==> config.mk <==
export PLATFORM = sky130hd
export DESIGN_NAME = hrtc_top
export DESIGN_NICKNAME = d
export VERILOG_FILES = /design/src/hw/hrtc_pkg.sv /design/src/hw/hrtc_top.sv /design/src/hw/hrtc_sync.sv
export SDC_FILE = /design/constraint.sdc
export NUM_CORES = 1
export LEC_CHECK = 0
export BUFFER_PORTS_ARGS = -buffer_cell sky130_fd_sc_hd__buf_2
export CORE_UTILIZATION = 25
export CTS_BUF_LIST = sky130_fd_sc_hd__clkbuf_4 sky130_fd_sc_hd__clkbuf_8
export CTS_CLUSTER_SIZE = 28
export DETAILED_ROUTE_END_ITERATION = 12
export PLACE_DENSITY = 0.37
export SKIP_CTS_REPAIR_TIMING = 1
export SLEW_MARGIN = 15
export SYNTH_ARGS = -nofsm -noshare
export SYNTH_HDL_FRONTEND = slang
export SYNTH_SLANG_ARGS = --single-unit
==> constraint.sdc <==
create_clock -name clk -period 3.5 [get_ports clk]
set_input_delay 0.7 -clock clk [delete_from_list [all_inputs] [get_ports clk]]
set_output_delay 0.7 -clock clk [all_outputs]
set_load 0.03 [all_outputs]
==> src/hw/hrtc_pkg.sv <==
/*
 hrtc_pkg: register map, field positions, reset values and types of the
 hibernation rtc and power controller.
 assumes: 32-bit register port with byte offsets, 100 MHz system clock.
*/
package hrtc_pkg;

   // ----------------------------------------------------------------
   // register offsets (byte addresses)
   // ----------------------------------------------------------------
   localparam int            ADDR_W        = 8;
   localparam logic [7:0]    OFS_CTRL      = 8'h00;
   localparam logic [7:0]    OFS_SECONDS   = 8'h04;
   localparam logic [7:0]    OFS_SUBSEC    = 8'h08;
   localparam logic [7:0]    OFS_MATCH_SEC = 8'h0c;
   localparam logic [7:0]    OFS_MATCH_SUB = 8'h10;
   localparam logic [7:0]    OFS_TRIM      = 8'h14;
   localparam logic [7:0]    OFS_RIS       = 8'h18;
   localparam logic [7:0]    OFS_IMASK     = 8'h1c;
   localparam logic [7:0]    OFS_ICLR      = 8'h20;
   localparam logic [7:0]    OFS_TAMPER    = 8'h24;
   localparam logic [7:0]    OFS_STATUS    = 8'h28;

   // ----------------------------------------------------------------
   // fields
   // ----------------------------------------------------------------
   localparam int            CTRL_W        = 8;
   localparam int            CTRL_REQ_BIT  = 8;
   localparam int            RIS_W         = 4;
   localparam int            RIS_MATCH     = 0;
   localparam int            RIS_LOWBATT   = 1;
   localparam int            RIS_PIN       = 2;
   localparam int            RIS_TAMPER    = 3;
   localparam int            SUB_W         = 16;
   localparam int            ROLL_W        = 6;
   localparam logic [15:0]   TRIM_NOMINAL  = 16'h7fff;
   localparam logic [5:0]    ROLL_ZERO     = 6'h00;

   // low-battery trip levels, two-bit select
   localparam logic [1:0]    LOWBATT_LEVEL_LOWEST  = 2'h0;   // 1.9 V
   localparam logic [1:0]    LOWBATT_LEVEL_SECOND  = 2'h1;   // 2.1 V
   localparam logic [1:0]    LOWBATT_LEVEL_THIRD   = 2'h2;   // 2.3 V
   localparam logic [1:0]    LOWBATT_LEVEL_HIGHEST = 2'h3;   // 2.5 V

   typedef struct packed {
      logic       wake_on_pin;
      logic       wake_on_match;
      logic       tamper_en;
      logic [1:0] lowbatt_level;
      logic       lowbatt_abort_sleep;
      logic       lowbatt_detect_only;
      logic       rtc_en;
   } hrtc_ctrl_t;

   typedef struct packed {
      logic       wake_on_tamper;
      logic       active_high;
   } hrtc_tamper_cfg_t;

   typedef enum logic [0:0] {
      ST_RUN = 1'b0,
      ST_HIB = 1'b1
   } hrtc_state_t;

endpackage

==> src/hw/hrtc_top.sv <==
/*
 hrtc_top: always-on hibernation controller with seconds / sub-second rtc,
 trimmed pre-divider, match compare, low-battery watch, tamper enable and
 external regulator enable.
 assumes: clk and rst come from the battery-backed domain only; the
 32.768 kHz source, wake pin, battery comparator and tamper pin are async.
*/
`timescale 1ns/1ps
`default_nettype none
module hrtc_top
   import hrtc_pkg::*;
(
   input  wire logic              clk,
   input  wire logic              rst,
   input  wire logic [ADDR_W-1:0] addr,
   input  wire logic [31:0]       wdata,
   input  wire logic              wr,
   input  wire logic              rd,
   output var  logic [31:0]       rdata,
   input  wire logic              ref32k_pin,
   input  wire logic              wake_pin,
   input  wire logic              batt_low_pin,
   input  wire logic              tamper_pin,
   output var  logic [1:0]        lowbatt_level_sel,
   output var  logic              regulator_en,
   output var  logic              irq
);

   // ----------------------------------------------------------------
   // input synchronisers and 32 kHz tick
   // ----------------------------------------------------------------
   logic [3:0]       sync_q;
   logic             ref_s;
   logic             wake_s;
   logic             batt_low_s;
   logic             tamper_s;
   logic             ref_prev_reg;
   logic             tamper_prev_reg;
   logic             tick;

   hrtc_sync #(.W(4)) u_sync (
      .clk (clk),
      .rst (rst),
      .d   ({tamper_pin, batt_low_pin, wake_pin, ref32k_pin}),
      .q   (sync_q)
   );
   assign {tamper_s, batt_low_s, wake_s, ref_s} = sync_q;

   always_ff @(posedge clk) begin
      if (rst) begin
         ref_prev_reg    <= 1'b0;
         tamper_prev_reg <= 1'b0;
      end else begin
         ref_prev_reg    <= ref_s;
         tamper_prev_reg <= tamper_s;
      end
   end
   assign tick = ref_s & ~ref_prev_reg;

   // ----------------------------------------------------------------
   // configuration registers
   // ----------------------------------------------------------------
   hrtc_ctrl_t       ctrl_reg;
   hrtc_tamper_cfg_t tcfg_reg;
   logic [31:0]      match_sec_reg;
   logic [SUB_W-1:0] match_sub_reg;
   logic [SUB_W-1:0] trim_reg;
   logic [RIS_W-1:0] imask_reg;
   logic             wr_ctrl;
   logic             wr_sec;
   logic             hib_req;

   assign wr_ctrl = wr & (addr == OFS_CTRL);
   assign wr_sec  = wr & (addr == OFS_SECONDS);
   assign hib_req = wr_ctrl & wdata[CTRL_REQ_BIT];

   // only rst (battery power-up) resets these; processor resets never reach
   always_ff @(posedge clk) begin
      if (rst) begin
         ctrl_reg      <= '0;
         tcfg_reg      <= '0;
         match_sec_reg <= '0;
         match_sub_reg <= '0;
         trim_reg      <= TRIM_NOMINAL;
         imask_reg     <= '0;
      end else if (wr) begin
         unique case (addr)
            OFS_CTRL:      ctrl_reg      <= hrtc_ctrl_t'(wdata[CTRL_W-1:0]);
            OFS_TAMPER:    tcfg_reg      <= hrtc_tamper_cfg_t'(wdata[1:0]);
            OFS_MATCH_SEC: match_sec_reg <= wdata;
            OFS_MATCH_SUB: match_sub_reg <= wdata[SUB_W-1:0];
            OFS_TRIM:      trim_reg      <= wdata[SUB_W-1:0];
            OFS_IMASK:     imask_reg     <= wdata[RIS_W-1:0];
            default:       ;
         endcase
      end
   end

   always_ff @(posedge clk) begin
      if (rst) begin
         lowbatt_level_sel <= LOWBATT_LEVEL_LOWEST;
      end else begin
         lowbatt_level_sel <= ctrl_reg.lowbatt_level;
      end
   end

   // ----------------------------------------------------------------
   // pre-divider, sub-second and seconds counters
   // ----------------------------------------------------------------
   logic [31:0]      seconds_reg;
   logic [SUB_W-1:0] subsec_reg;
   logic [SUB_W-1:0] div_limit;
   logic             sec_roll;

   // trimmed period only in the second whose low six bits are zero
   assign div_limit = (seconds_reg[ROLL_W-1:0] == ROLL_ZERO) ? trim_reg
                                                             : TRIM_NOMINAL;
   assign sec_roll  = ctrl_reg.rtc_en & tick & (subsec_reg >= div_limit);

   always_ff @(posedge clk) begin
      if (rst) begin
         seconds_reg <= '0;
         subsec_reg  <= '0;
      end else if (wr_sec) begin
         seconds_reg <= wdata;
         subsec_reg  <= '0;
      end else if (sec_roll) begin
         seconds_reg <= seconds_reg + 32'h0000_0001;
         subsec_reg  <= '0;
      end else if (ctrl_reg.rtc_en & tick) begin
         subsec_reg  <= subsec_reg + 16'h0001;
      end
   end

   // ----------------------------------------------------------------
   // match compare, seconds and sub-second value
   // ----------------------------------------------------------------
   logic match_eq;
   logic match_eq_prev_reg;
   logic match_evt;

   assign match_eq  = ctrl_reg.rtc_en & (seconds_reg == match_sec_reg)
                      & (subsec_reg == match_sub_reg);
   assign match_evt = match_eq & ~match_eq_prev_reg;

   always_ff @(posedge clk) begin
      if (rst) begin
         match_eq_prev_reg <= 1'b0;
      end else begin
         match_eq_prev_reg <= match_eq;
      end
   end

   // ----------------------------------------------------------------
   // event sources and raw status
   // ----------------------------------------------------------------
   logic             lowbatt_on;
   logic             tamper_hit;
   logic [RIS_W-1:0] ris_reg;
   logic [RIS_W-1:0] ris_set;
   logic [RIS_W-1:0] ris_clr;

   assign lowbatt_on = ctrl_reg.lowbatt_detect_only | ctrl_reg.lowbatt_abort_sleep;
   // disabled tamper stops detection only; tcfg_reg is untouched
   assign tamper_hit = ctrl_reg.tamper_en &
                       ((tamper_s ^ tamper_prev_reg) & (tamper_s == tcfg_reg.active_high));

   always_comb begin
      ris_set              = '0;
      ris_set[RIS_MATCH]   = match_evt;
      ris_set[RIS_LOWBATT] = lowbatt_on & batt_low_s;
      ris_set[RIS_PIN]     = wake_s;
      ris_set[RIS_TAMPER]  = tamper_hit;
   end
   assign ris_clr = (wr & (addr == OFS_ICLR)) ? wdata[RIS_W-1:0] : '0;

   // a new event in the clearing cycle stays set
   always_ff @(posedge clk) begin
      if (rst) begin
         ris_reg <= '0;
      end else begin
         ris_reg <= (ris_reg & ~ris_clr) | ris_set;
      end
   end

   always_ff @(posedge clk) begin
      if (rst) begin
         irq <= 1'b0;
      end else begin
         irq <= |(ris_reg & imask_reg);
      end
   end

   // ----------------------------------------------------------------
   // hibernation sequencer
   // ----------------------------------------------------------------
   hrtc_state_t state_reg;
   logic        abort_now;
   logic        wake_now;

   assign abort_now = ctrl_reg.lowbatt_abort_sleep & batt_low_s;
   assign wake_now  = (ctrl_reg.wake_on_match & match_evt)
                    | (ctrl_reg.wake_on_pin & wake_s)
                    | (tcfg_reg.wake_on_tamper & tamper_hit);

   always_ff @(posedge clk) begin
      if (rst) begin
         state_reg    <= ST_RUN;
         regulator_en <= 1'b1;
      end else begin
         unique case (state_reg)
            ST_RUN: begin
               if (hib_req & ~abort_now) begin
                  state_reg    <= ST_HIB;
                  regulator_en <= 1'b0;
               end
            end
            ST_HIB: begin
               if (wake_now) begin
                  state_reg    <= ST_RUN;
                  regulator_en <= 1'b1;
               end
            end
         endcase
      end
   end

   // ----------------------------------------------------------------
   // read port
   // ----------------------------------------------------------------
   always_ff @(posedge clk) begin
      if (rst) begin
         rdata <= '0;
      end else if (rd) begin
         unique case (addr)
            OFS_CTRL:      rdata <= {24'h000000, ctrl_reg};
            OFS_SECONDS:   rdata <= seconds_reg;
            OFS_SUBSEC:    rdata <= {16'h0000, subsec_reg};
            OFS_MATCH_SEC: rdata <= match_sec_reg;
            OFS_MATCH_SUB: rdata <= {16'h0000, match_sub_reg};
            OFS_TRIM:      rdata <= {16'h0000, trim_reg};
            OFS_RIS:       rdata <= {28'h0000000, ris_reg};
            OFS_IMASK:     rdata <= {28'h0000000, imask_reg};
            OFS_TAMPER:    rdata <= {30'h0, tcfg_reg};
            OFS_STATUS:    rdata <= {29'h0, batt_low_s, state_reg, regulator_en};
            default:       rdata <= '0;
         endcase
      end else begin
         rdata <= '0;
      end
   end

   // ----------------------------------------------------------------
   // assertions
   // ----------------------------------------------------------------
   a_lowbatt_flag: assert property (@(posedge clk) disable iff (rst)
      lowbatt_on && batt_low_s |=> ris_reg[RIS_LOWBATT])
      else $error("low battery not flagged");

   a_abort_hold: assert property (@(posedge clk) disable iff (rst)
      state_reg == ST_RUN && hib_req && abort_now |=> state_reg == ST_RUN && regulator_en)
      else $error("hibernate not aborted on low battery");

   // level field sits at ctrl bits 4:3
   a_level_out: assert property (@(posedge clk) disable iff (rst)
      wr_ctrl |=> ##1 lowbatt_level_sel == $past(wdata[4:3], 2))
      else $error("battery level select not driven");

   // a wake may follow at once, so only the first cycle is fixed
   a_hib_off: assert property (@(posedge clk) disable iff (rst)
      state_reg == ST_RUN && hib_req && !abort_now |=> !regulator_en && state_reg == ST_HIB)
      else $error("regulator stays on after request");

   a_wake_on: assert property (@(posedge clk) disable iff (rst)
      state_reg == ST_HIB && wake_now |=> regulator_en && state_reg == ST_RUN)
      else $error("no wake on configured event");

   a_rtc_stop: assert property (@(posedge clk) disable iff (rst)
      !ctrl_reg.rtc_en && !wr_sec |=> $stable(seconds_reg) && $stable(subsec_reg))
      else $error("counters move while rtc off");

   a_sec_step: assert property (@(posedge clk) disable iff (rst)
      sec_roll && !wr_sec |=> seconds_reg == $past(seconds_reg) + 32'h0000_0001
                              && subsec_reg == '0)
      else $error("seconds roll incoherent");

   a_trim_period: assert property (@(posedge clk) disable iff (rst)
      ctrl_reg.rtc_en && tick && !wr_sec && seconds_reg[ROLL_W-1:0] != ROLL_ZERO
      && subsec_reg == TRIM_NOMINAL |=> subsec_reg == '0)
      else $error("nominal period not kept outside trim second");

   a_match_flag: assert property (@(posedge clk) disable iff (rst)
      ctrl_reg.rtc_en && seconds_reg == match_sec_reg && subsec_reg == match_sub_reg
      && !match_eq_prev_reg |=> ris_reg[RIS_MATCH])
      else $error("match not flagged");

   a_clear_bit: assert property (@(posedge clk) disable iff (rst)
      ris_clr[RIS_MATCH] && !match_evt |=> !ris_reg[RIS_MATCH])
      else $error("match flag not cleared");

endmodule
`default_nettype wire

==> src/hw/hrtc_sync.sv <==
/*
 hrtc_sync: two-flop synchroniser for asynchronous level inputs.
 assumes: inputs are slow levels relative to clk.
*/
`timescale 1ns/1ps
`default_nettype none
module hrtc_sync #(
   parameter int W = 1
) (
   input  wire logic         clk,
   input  wire logic         rst,
   input  wire logic [W-1:0] d,
   output var  logic [W-1:0] q
);
   logic [W-1:0] meta_reg;

   always_ff @(posedge clk) begin
      if (rst) begin
         meta_reg <= '0;
         q        <= '0;
      end else begin
         meta_reg <= d;
         q        <= meta_reg;
      end
   end
endmodule
`default_nettype wire

=== Word level (Yosys, flattened, before mapping) ===
Cells that the tools add are included.

* Output and inout bits: 36
* Bits of input ports: 48
* Logic and storage cells: 99
* Register bits: 178

* Mux-type cells: 11
* Add/sub/neg operators: 2
* Bitwise operators: 31
* Reduce and logical (&&, ||, !) cells: 13
* Equal/unequal tests: 15
* Order comparisons: 1

{| class="wikitable"
|+ Operator list
! kind !! count
|-
| $pmux W32 S10 || 1
|-
| $mux W32 || 2
|-
| $add A32 B1 Y32 const B || 1
|-
| $eq A32 B32 Y1 || 1
|-
| $eq A8 B5 Y1 const B || 4
|-
| $eq A8 B6 Y1 const B || 3
|-
| $and A1 B1 Y1 || 18
|-
| $add A16 B1 Y16 const B || 1
|-
| $eq A16 B16 Y1 || 1
|-
| $eq A8 B4 Y1 const B || 2
|-
| $ge A16 B16 Y1 || 1
|-
| $mux W16 || 1
|-
| $reduce_and A2 Y1 || 7
|-
| $and A4 B4 Y4 || 2
|-
| $eq A8 B3 Y1 const B || 1
|-
| $logic_not A8 Y1 || 1
|-
| $logic_not A6 Y1 || 1
|-
| $not A1 Y1 || 5
|-
| $mux W1 || 4
|-
| $mux W4 || 1
|-
| $not A4 Y4 || 1
|-
| $or A4 B4 Y4 || 1
|-
| $pmux W1 S2 || 2
|-
| $reduce_or A4 Y1 || 1
|-
| other kinds (8) || 10
|}

=== Logic depth before layout (Yosys ltp) ===
* Word-level depth: 9
* Gate-level depth with buffers: 15
* Mapped depth without buffers: 11

=== By module ===
Synthesis repeated with hierarchy kept, for this count alone.

* Cells, all modules: 1103
* Area total of the unflattened synthesis: 8851.0 um^2

{| class="wikitable"
|+ Modules (own cells, without submodules)
! module !! sequential area each (um^2) !! times used !! area an instance (um^2) !! cells an instance
|-
| hrtc_top || 3403.3 || 1 || 8640.8 || 1087
|-
| hrtc_sync || 160.2 || 1 || 210.2 || 16
|}

=== Worst setup path before layout ===
OpenSTA, ideal clock, no wires.

* Path type: reg2reg
* Start point: reg seconds_reg[2]
* End point: reg seconds_reg[16]
* Cell stages (with the launch flop): 15
* Data required time: 3409 ps
* Period minus slack after synthesis: 3165 ps
* Slack: 335 ps
* Arrival time: 3074 ps
* Setup time: 91 ps
* Buffers on the path: 4
* Cell sequence: dfxtp_1 > clkbuf_1 > nor4_1 > nand2_1 > or2_2 > ha_1 > nand2b_1 > a21o_1 > a31oi_1 > o211a_1 > buf_2 > buf_2 > clkbuf_1 > o31ai_1 > a311oi_1

* Longest elaborated chain between the ends: 5
* Elaborated cells on any way between the ends: 8
* Classes of those cells: add/sub (1); order compare (1); mux (3); bitwise (1); reduce/logical (2)

{| class="wikitable"
|+ Ends and longest elaborated chain
! item !! line !! RTL
|-
| start: declaration || hrtc_top.sv:110 || <nowiki>logic [31:0] seconds_reg;</nowiki>
|-
| start signal: assignment || hrtc_top.sv:125 || <nowiki>seconds_reg <= wdata;</nowiki>
|-
| start signal: assignment || hrtc_top.sv:128 || <nowiki>seconds_reg <= seconds_reg + 32'h0000_0001;</nowiki>
|-
| $logic_not A6 Y1 || hrtc_top.sv:116 || <nowiki>assign div_limit = (seconds_reg[ROLL_W-1:0] == ROLL_ZERO) ? trim_reg</nowiki>
|-
| $mux W16 || hrtc_top.sv:116 ||
|-
| $ge A16 B16 Y1 || hrtc_top.sv:118 || <nowiki>assign sec_roll = ctrl_reg.rtc_en & tick & (subsec_reg >= div_limit);</nowiki>
|-
| $and A1 B1 Y1 || hrtc_top.sv:118 ||
|-
| $reduce_bool A2 Y1 (no line) || - ||
|}

Several ways; a longest one is shown, not always the timed one. The select of a mux whose other input is x is not followed.
A chain may end at the register's enable or synchronous reset.

=== Worst setup path after layout ===
* Start point: reg seconds_reg[1]
* End point: reg seconds_reg[18]

The elaborated chain is that of the path after synthesis.

==> results by group <==
Routing
  – Via-per-instance ratio: 5.18
  – Via Count: 8122
  – WL final: 33700 microns
  – Residual DRC count: 0
  – Post-DRT Antenna Nets: 0
  – Initial DRC count: 754
  – Detailed-router iteration count before antenna repair: 8
  – WL per Instance: 21.5 microns

Timing
  – Final Hold Slack: 0.406 ns
  – F_max: 317 MHz
  – Fin Setup TNS: 0 ns
  – Final setup vio count: 0
  – Worst-margin pin slew: 0.600 ns
  – Pins Over Slew Limit: 0
  – Tcrit/Tclk final: 0.902
  – Fin crit period: 3.16 ns
  – RSZ-0062 raised after global routing: false
  – Slew margin rel.: 0.600
  – Setup clock skew after layout: 0.0224 ns
  – Hold violation count in the final report: 0

Clock network
  – Clock Sinks: 178
  – Clk slew on worst S/H paths: 0.10 ns
  – Worst skew pair latency: 0.50 ns
  – TritonCTS Buffers: 17
  – CTS tree: yes
  – CTS root buf: clkbuf_8
  – CTS H-tree depth: 4
  – Clk buf depth: 2

Critical path
  – Crit path kind: flop to flop
  – Largest fanout on the critical path: 55
  – CP required: 3.90 ns
  – Worst Path Arrival: 3.56 ns
  – Crit end category: flop
  – Worst setup SP type: flop

Finish
  – Nets@finish: 1177
  – Commonest non-fill, non-tap cell in the layout: dfxtp_1
  – Area growth, synth to finish: 17.5%
  – Ratio of cells with drive above 1 in the final layout: 0.151
  – Commonest non-fill, non-tap cells in the layout: 177 x dfxtp_1, 167 x nand2_1, 97 x nor2_1
  – FILL cells: 3627
  – Diode count: 0

Floorplanning
  – Row count: 67
  – Die Wd: 188 microns
  – Core ar.: 33800 sq um
  – Initial Util: 0.255
  – Ports: 84
  – Die ar.: 35300 sq um
  – Chip Height: 188 microns

Synthesis
  – Net count after synthesis: 1110
  – Yosys Warn Count: 0
  – Number of synthesized register bits: 178
  – Post-synth EDFFs: 0
  – Cell area after synthesis: 8630 sq um
  – Avg Cell Area, Syn: 8.27 sq um
  – Sequential area share after synthesis: 0.413
  – Cell count after synthesis: 1043
  – Fraction of registers with async set/reset: 0
  – Ys flop type: dfxtp_1
  – Netlist cell types: 61

Job
  – Max_cap viols: 0

Global route
  – Final global-route overflow total: 0
  – Number of global-route vias before repair: 7789
  – Pin count of the biggest net entering global routing: 100
  – Initial antenna violation count: 1
  – First-pass GRT wire length: 51200 microns
  – GRT Util Overall: 0.195

Status
  – Status: complete, no violations

Power and ir drop
  – Maximum vdd ir drop: 248 uV
  – Pwr dens: 389 nW/um^2
  – Leakage: 3.88 nW

Hold path
  – Tightest Hold Check Type: primary input to flop

Place
  – I/O Buffers: 83
  – Placer Congestion: 0.793
  – Hpwl dp: 23900 microns
## final timing paths
check / slack [ns] / from / depth (start not counted) / end
worst max-delay path: 0.34 / seconds_reg[1] / 13 / seconds_reg[18]
worst min-delay path: 0.41 / wake_pin / 2 / u_sync.meta_reg[1]
worst max register to register: 0.34 / seconds_reg[1] / 13 / seconds_reg[18]
worst min register to register: 0.44 / u_sync.meta_reg[2] / 1 / u_sync.q[2]
## logic make-up (layout without fill, tap and decap cells)
kind of cell | Yosys count | in the layout | share of synthesized area
AOI/OAI and AO/OA | 247 | 247 | 0.198
adders and majority gates | 19 | 19 | 0.0276
buffers and inverters | 87 | 165 | 0.0407
DFF | 178 | 178 | 0.413
and+or+nand+nor | 445 | 445 | 0.252
muxes | 4 | 4 | 0.00464
xor gates and xnor gates | 63 | 63 | 0.0640
## power by group
group	total (mW)	internal [mW]	switching, mW
sequential	2.05	2.03	0.0111
clock	1.73	0.889	0.842
combinational	0.169	0.0514	0.118
## per-layer routing
metal	track usage	share of wire	vias up
met4	0.0575	0.017	0
met3	0.0316	0.052	30
met5	0	0	-
met1	0.273	0.47	3922
li1	-	-	3910
met2	0.305	0.46	260
## per-stage QoR
stage | cell area [sq um] | setup WS (ns) | instances | utilization | power, mW
after floorplan | 8630 | 0.335 | 1043 | - | 2.16
after global placement | 9670 | 0.420 | 1539 | 0.286 | 2.26
after detailed placement | 9670 | 0.345 | 1539 | 0.286 | 2.26
after CTS | 10100 | 0.316 | 1569 | 0.300 | 4.01
after global routing | 10100 | 0.0352 | 1569 | 0.300 | 4.09
final | 10100 | 0.343 | 1569 | 0.300 | 3.95
## synthesized netlist by cell type, types with 5 or more instances
cell type,instances,share of area
a211o_1,17,0.017
a211oi_1,5,0.0044
a21oi_1,85,0.049
a222oi_1,14,0.016
a22o_1,8,0.0081
a22oi_1,34,0.030
a311oi_1,22,0.022
a31oi_1,5,0.0036
and2_1,5,0.0036
and3_1,30,0.022
and4_1,6,0.0061
buf_2,8,0.0046
clkbuf_1,68,0.030
dfxtp_1,178,0.41
ha_1,19,0.028
inv_1,7,0.0030
nand2_1,167,0.073
nand2b_1,5,0.0036
nand3_1,28,0.016
nand4_1,15,0.011
nor2_1,97,0.042
nor2b_1,14,0.010
nor3_1,14,0.0081
nor4_1,22,0.016
o21ai_0,15,0.0087
o31ai_1,19,0.017
or4_1,19,0.017
xnor2_1,7,0.0071
xor2_1,56,0.057
## layout make-up
cell class              instances  area, sq um  area share
inverters                       7         26.3     0.00259
clock inverters                11          201      0.0199
well taps                     448          561      0.0553
repair buffers                128          793      0.0782
multi-input cells             778         4730       0.467
flip-flops and latches        178         3560       0.352
clock buffers                  19          262      0.0258
## worst max-delay path, stage by stage, from the launching register on
cell	delay, ns
dfxtp_1	0.43
inv_1	0.09
ha_1	0.22
nand2_1	0.08
buf_4	0.20
nor2_1	0.06
ha_1	0.29
nand4_1	0.13
nor2_1	0.14
o2111ai_1	0.15
o211a_1	0.27
buf_12	0.20
or4_1	0.51
a311oi_1	0.27
No activity file was read; power rests on OpenSTA's default activity.
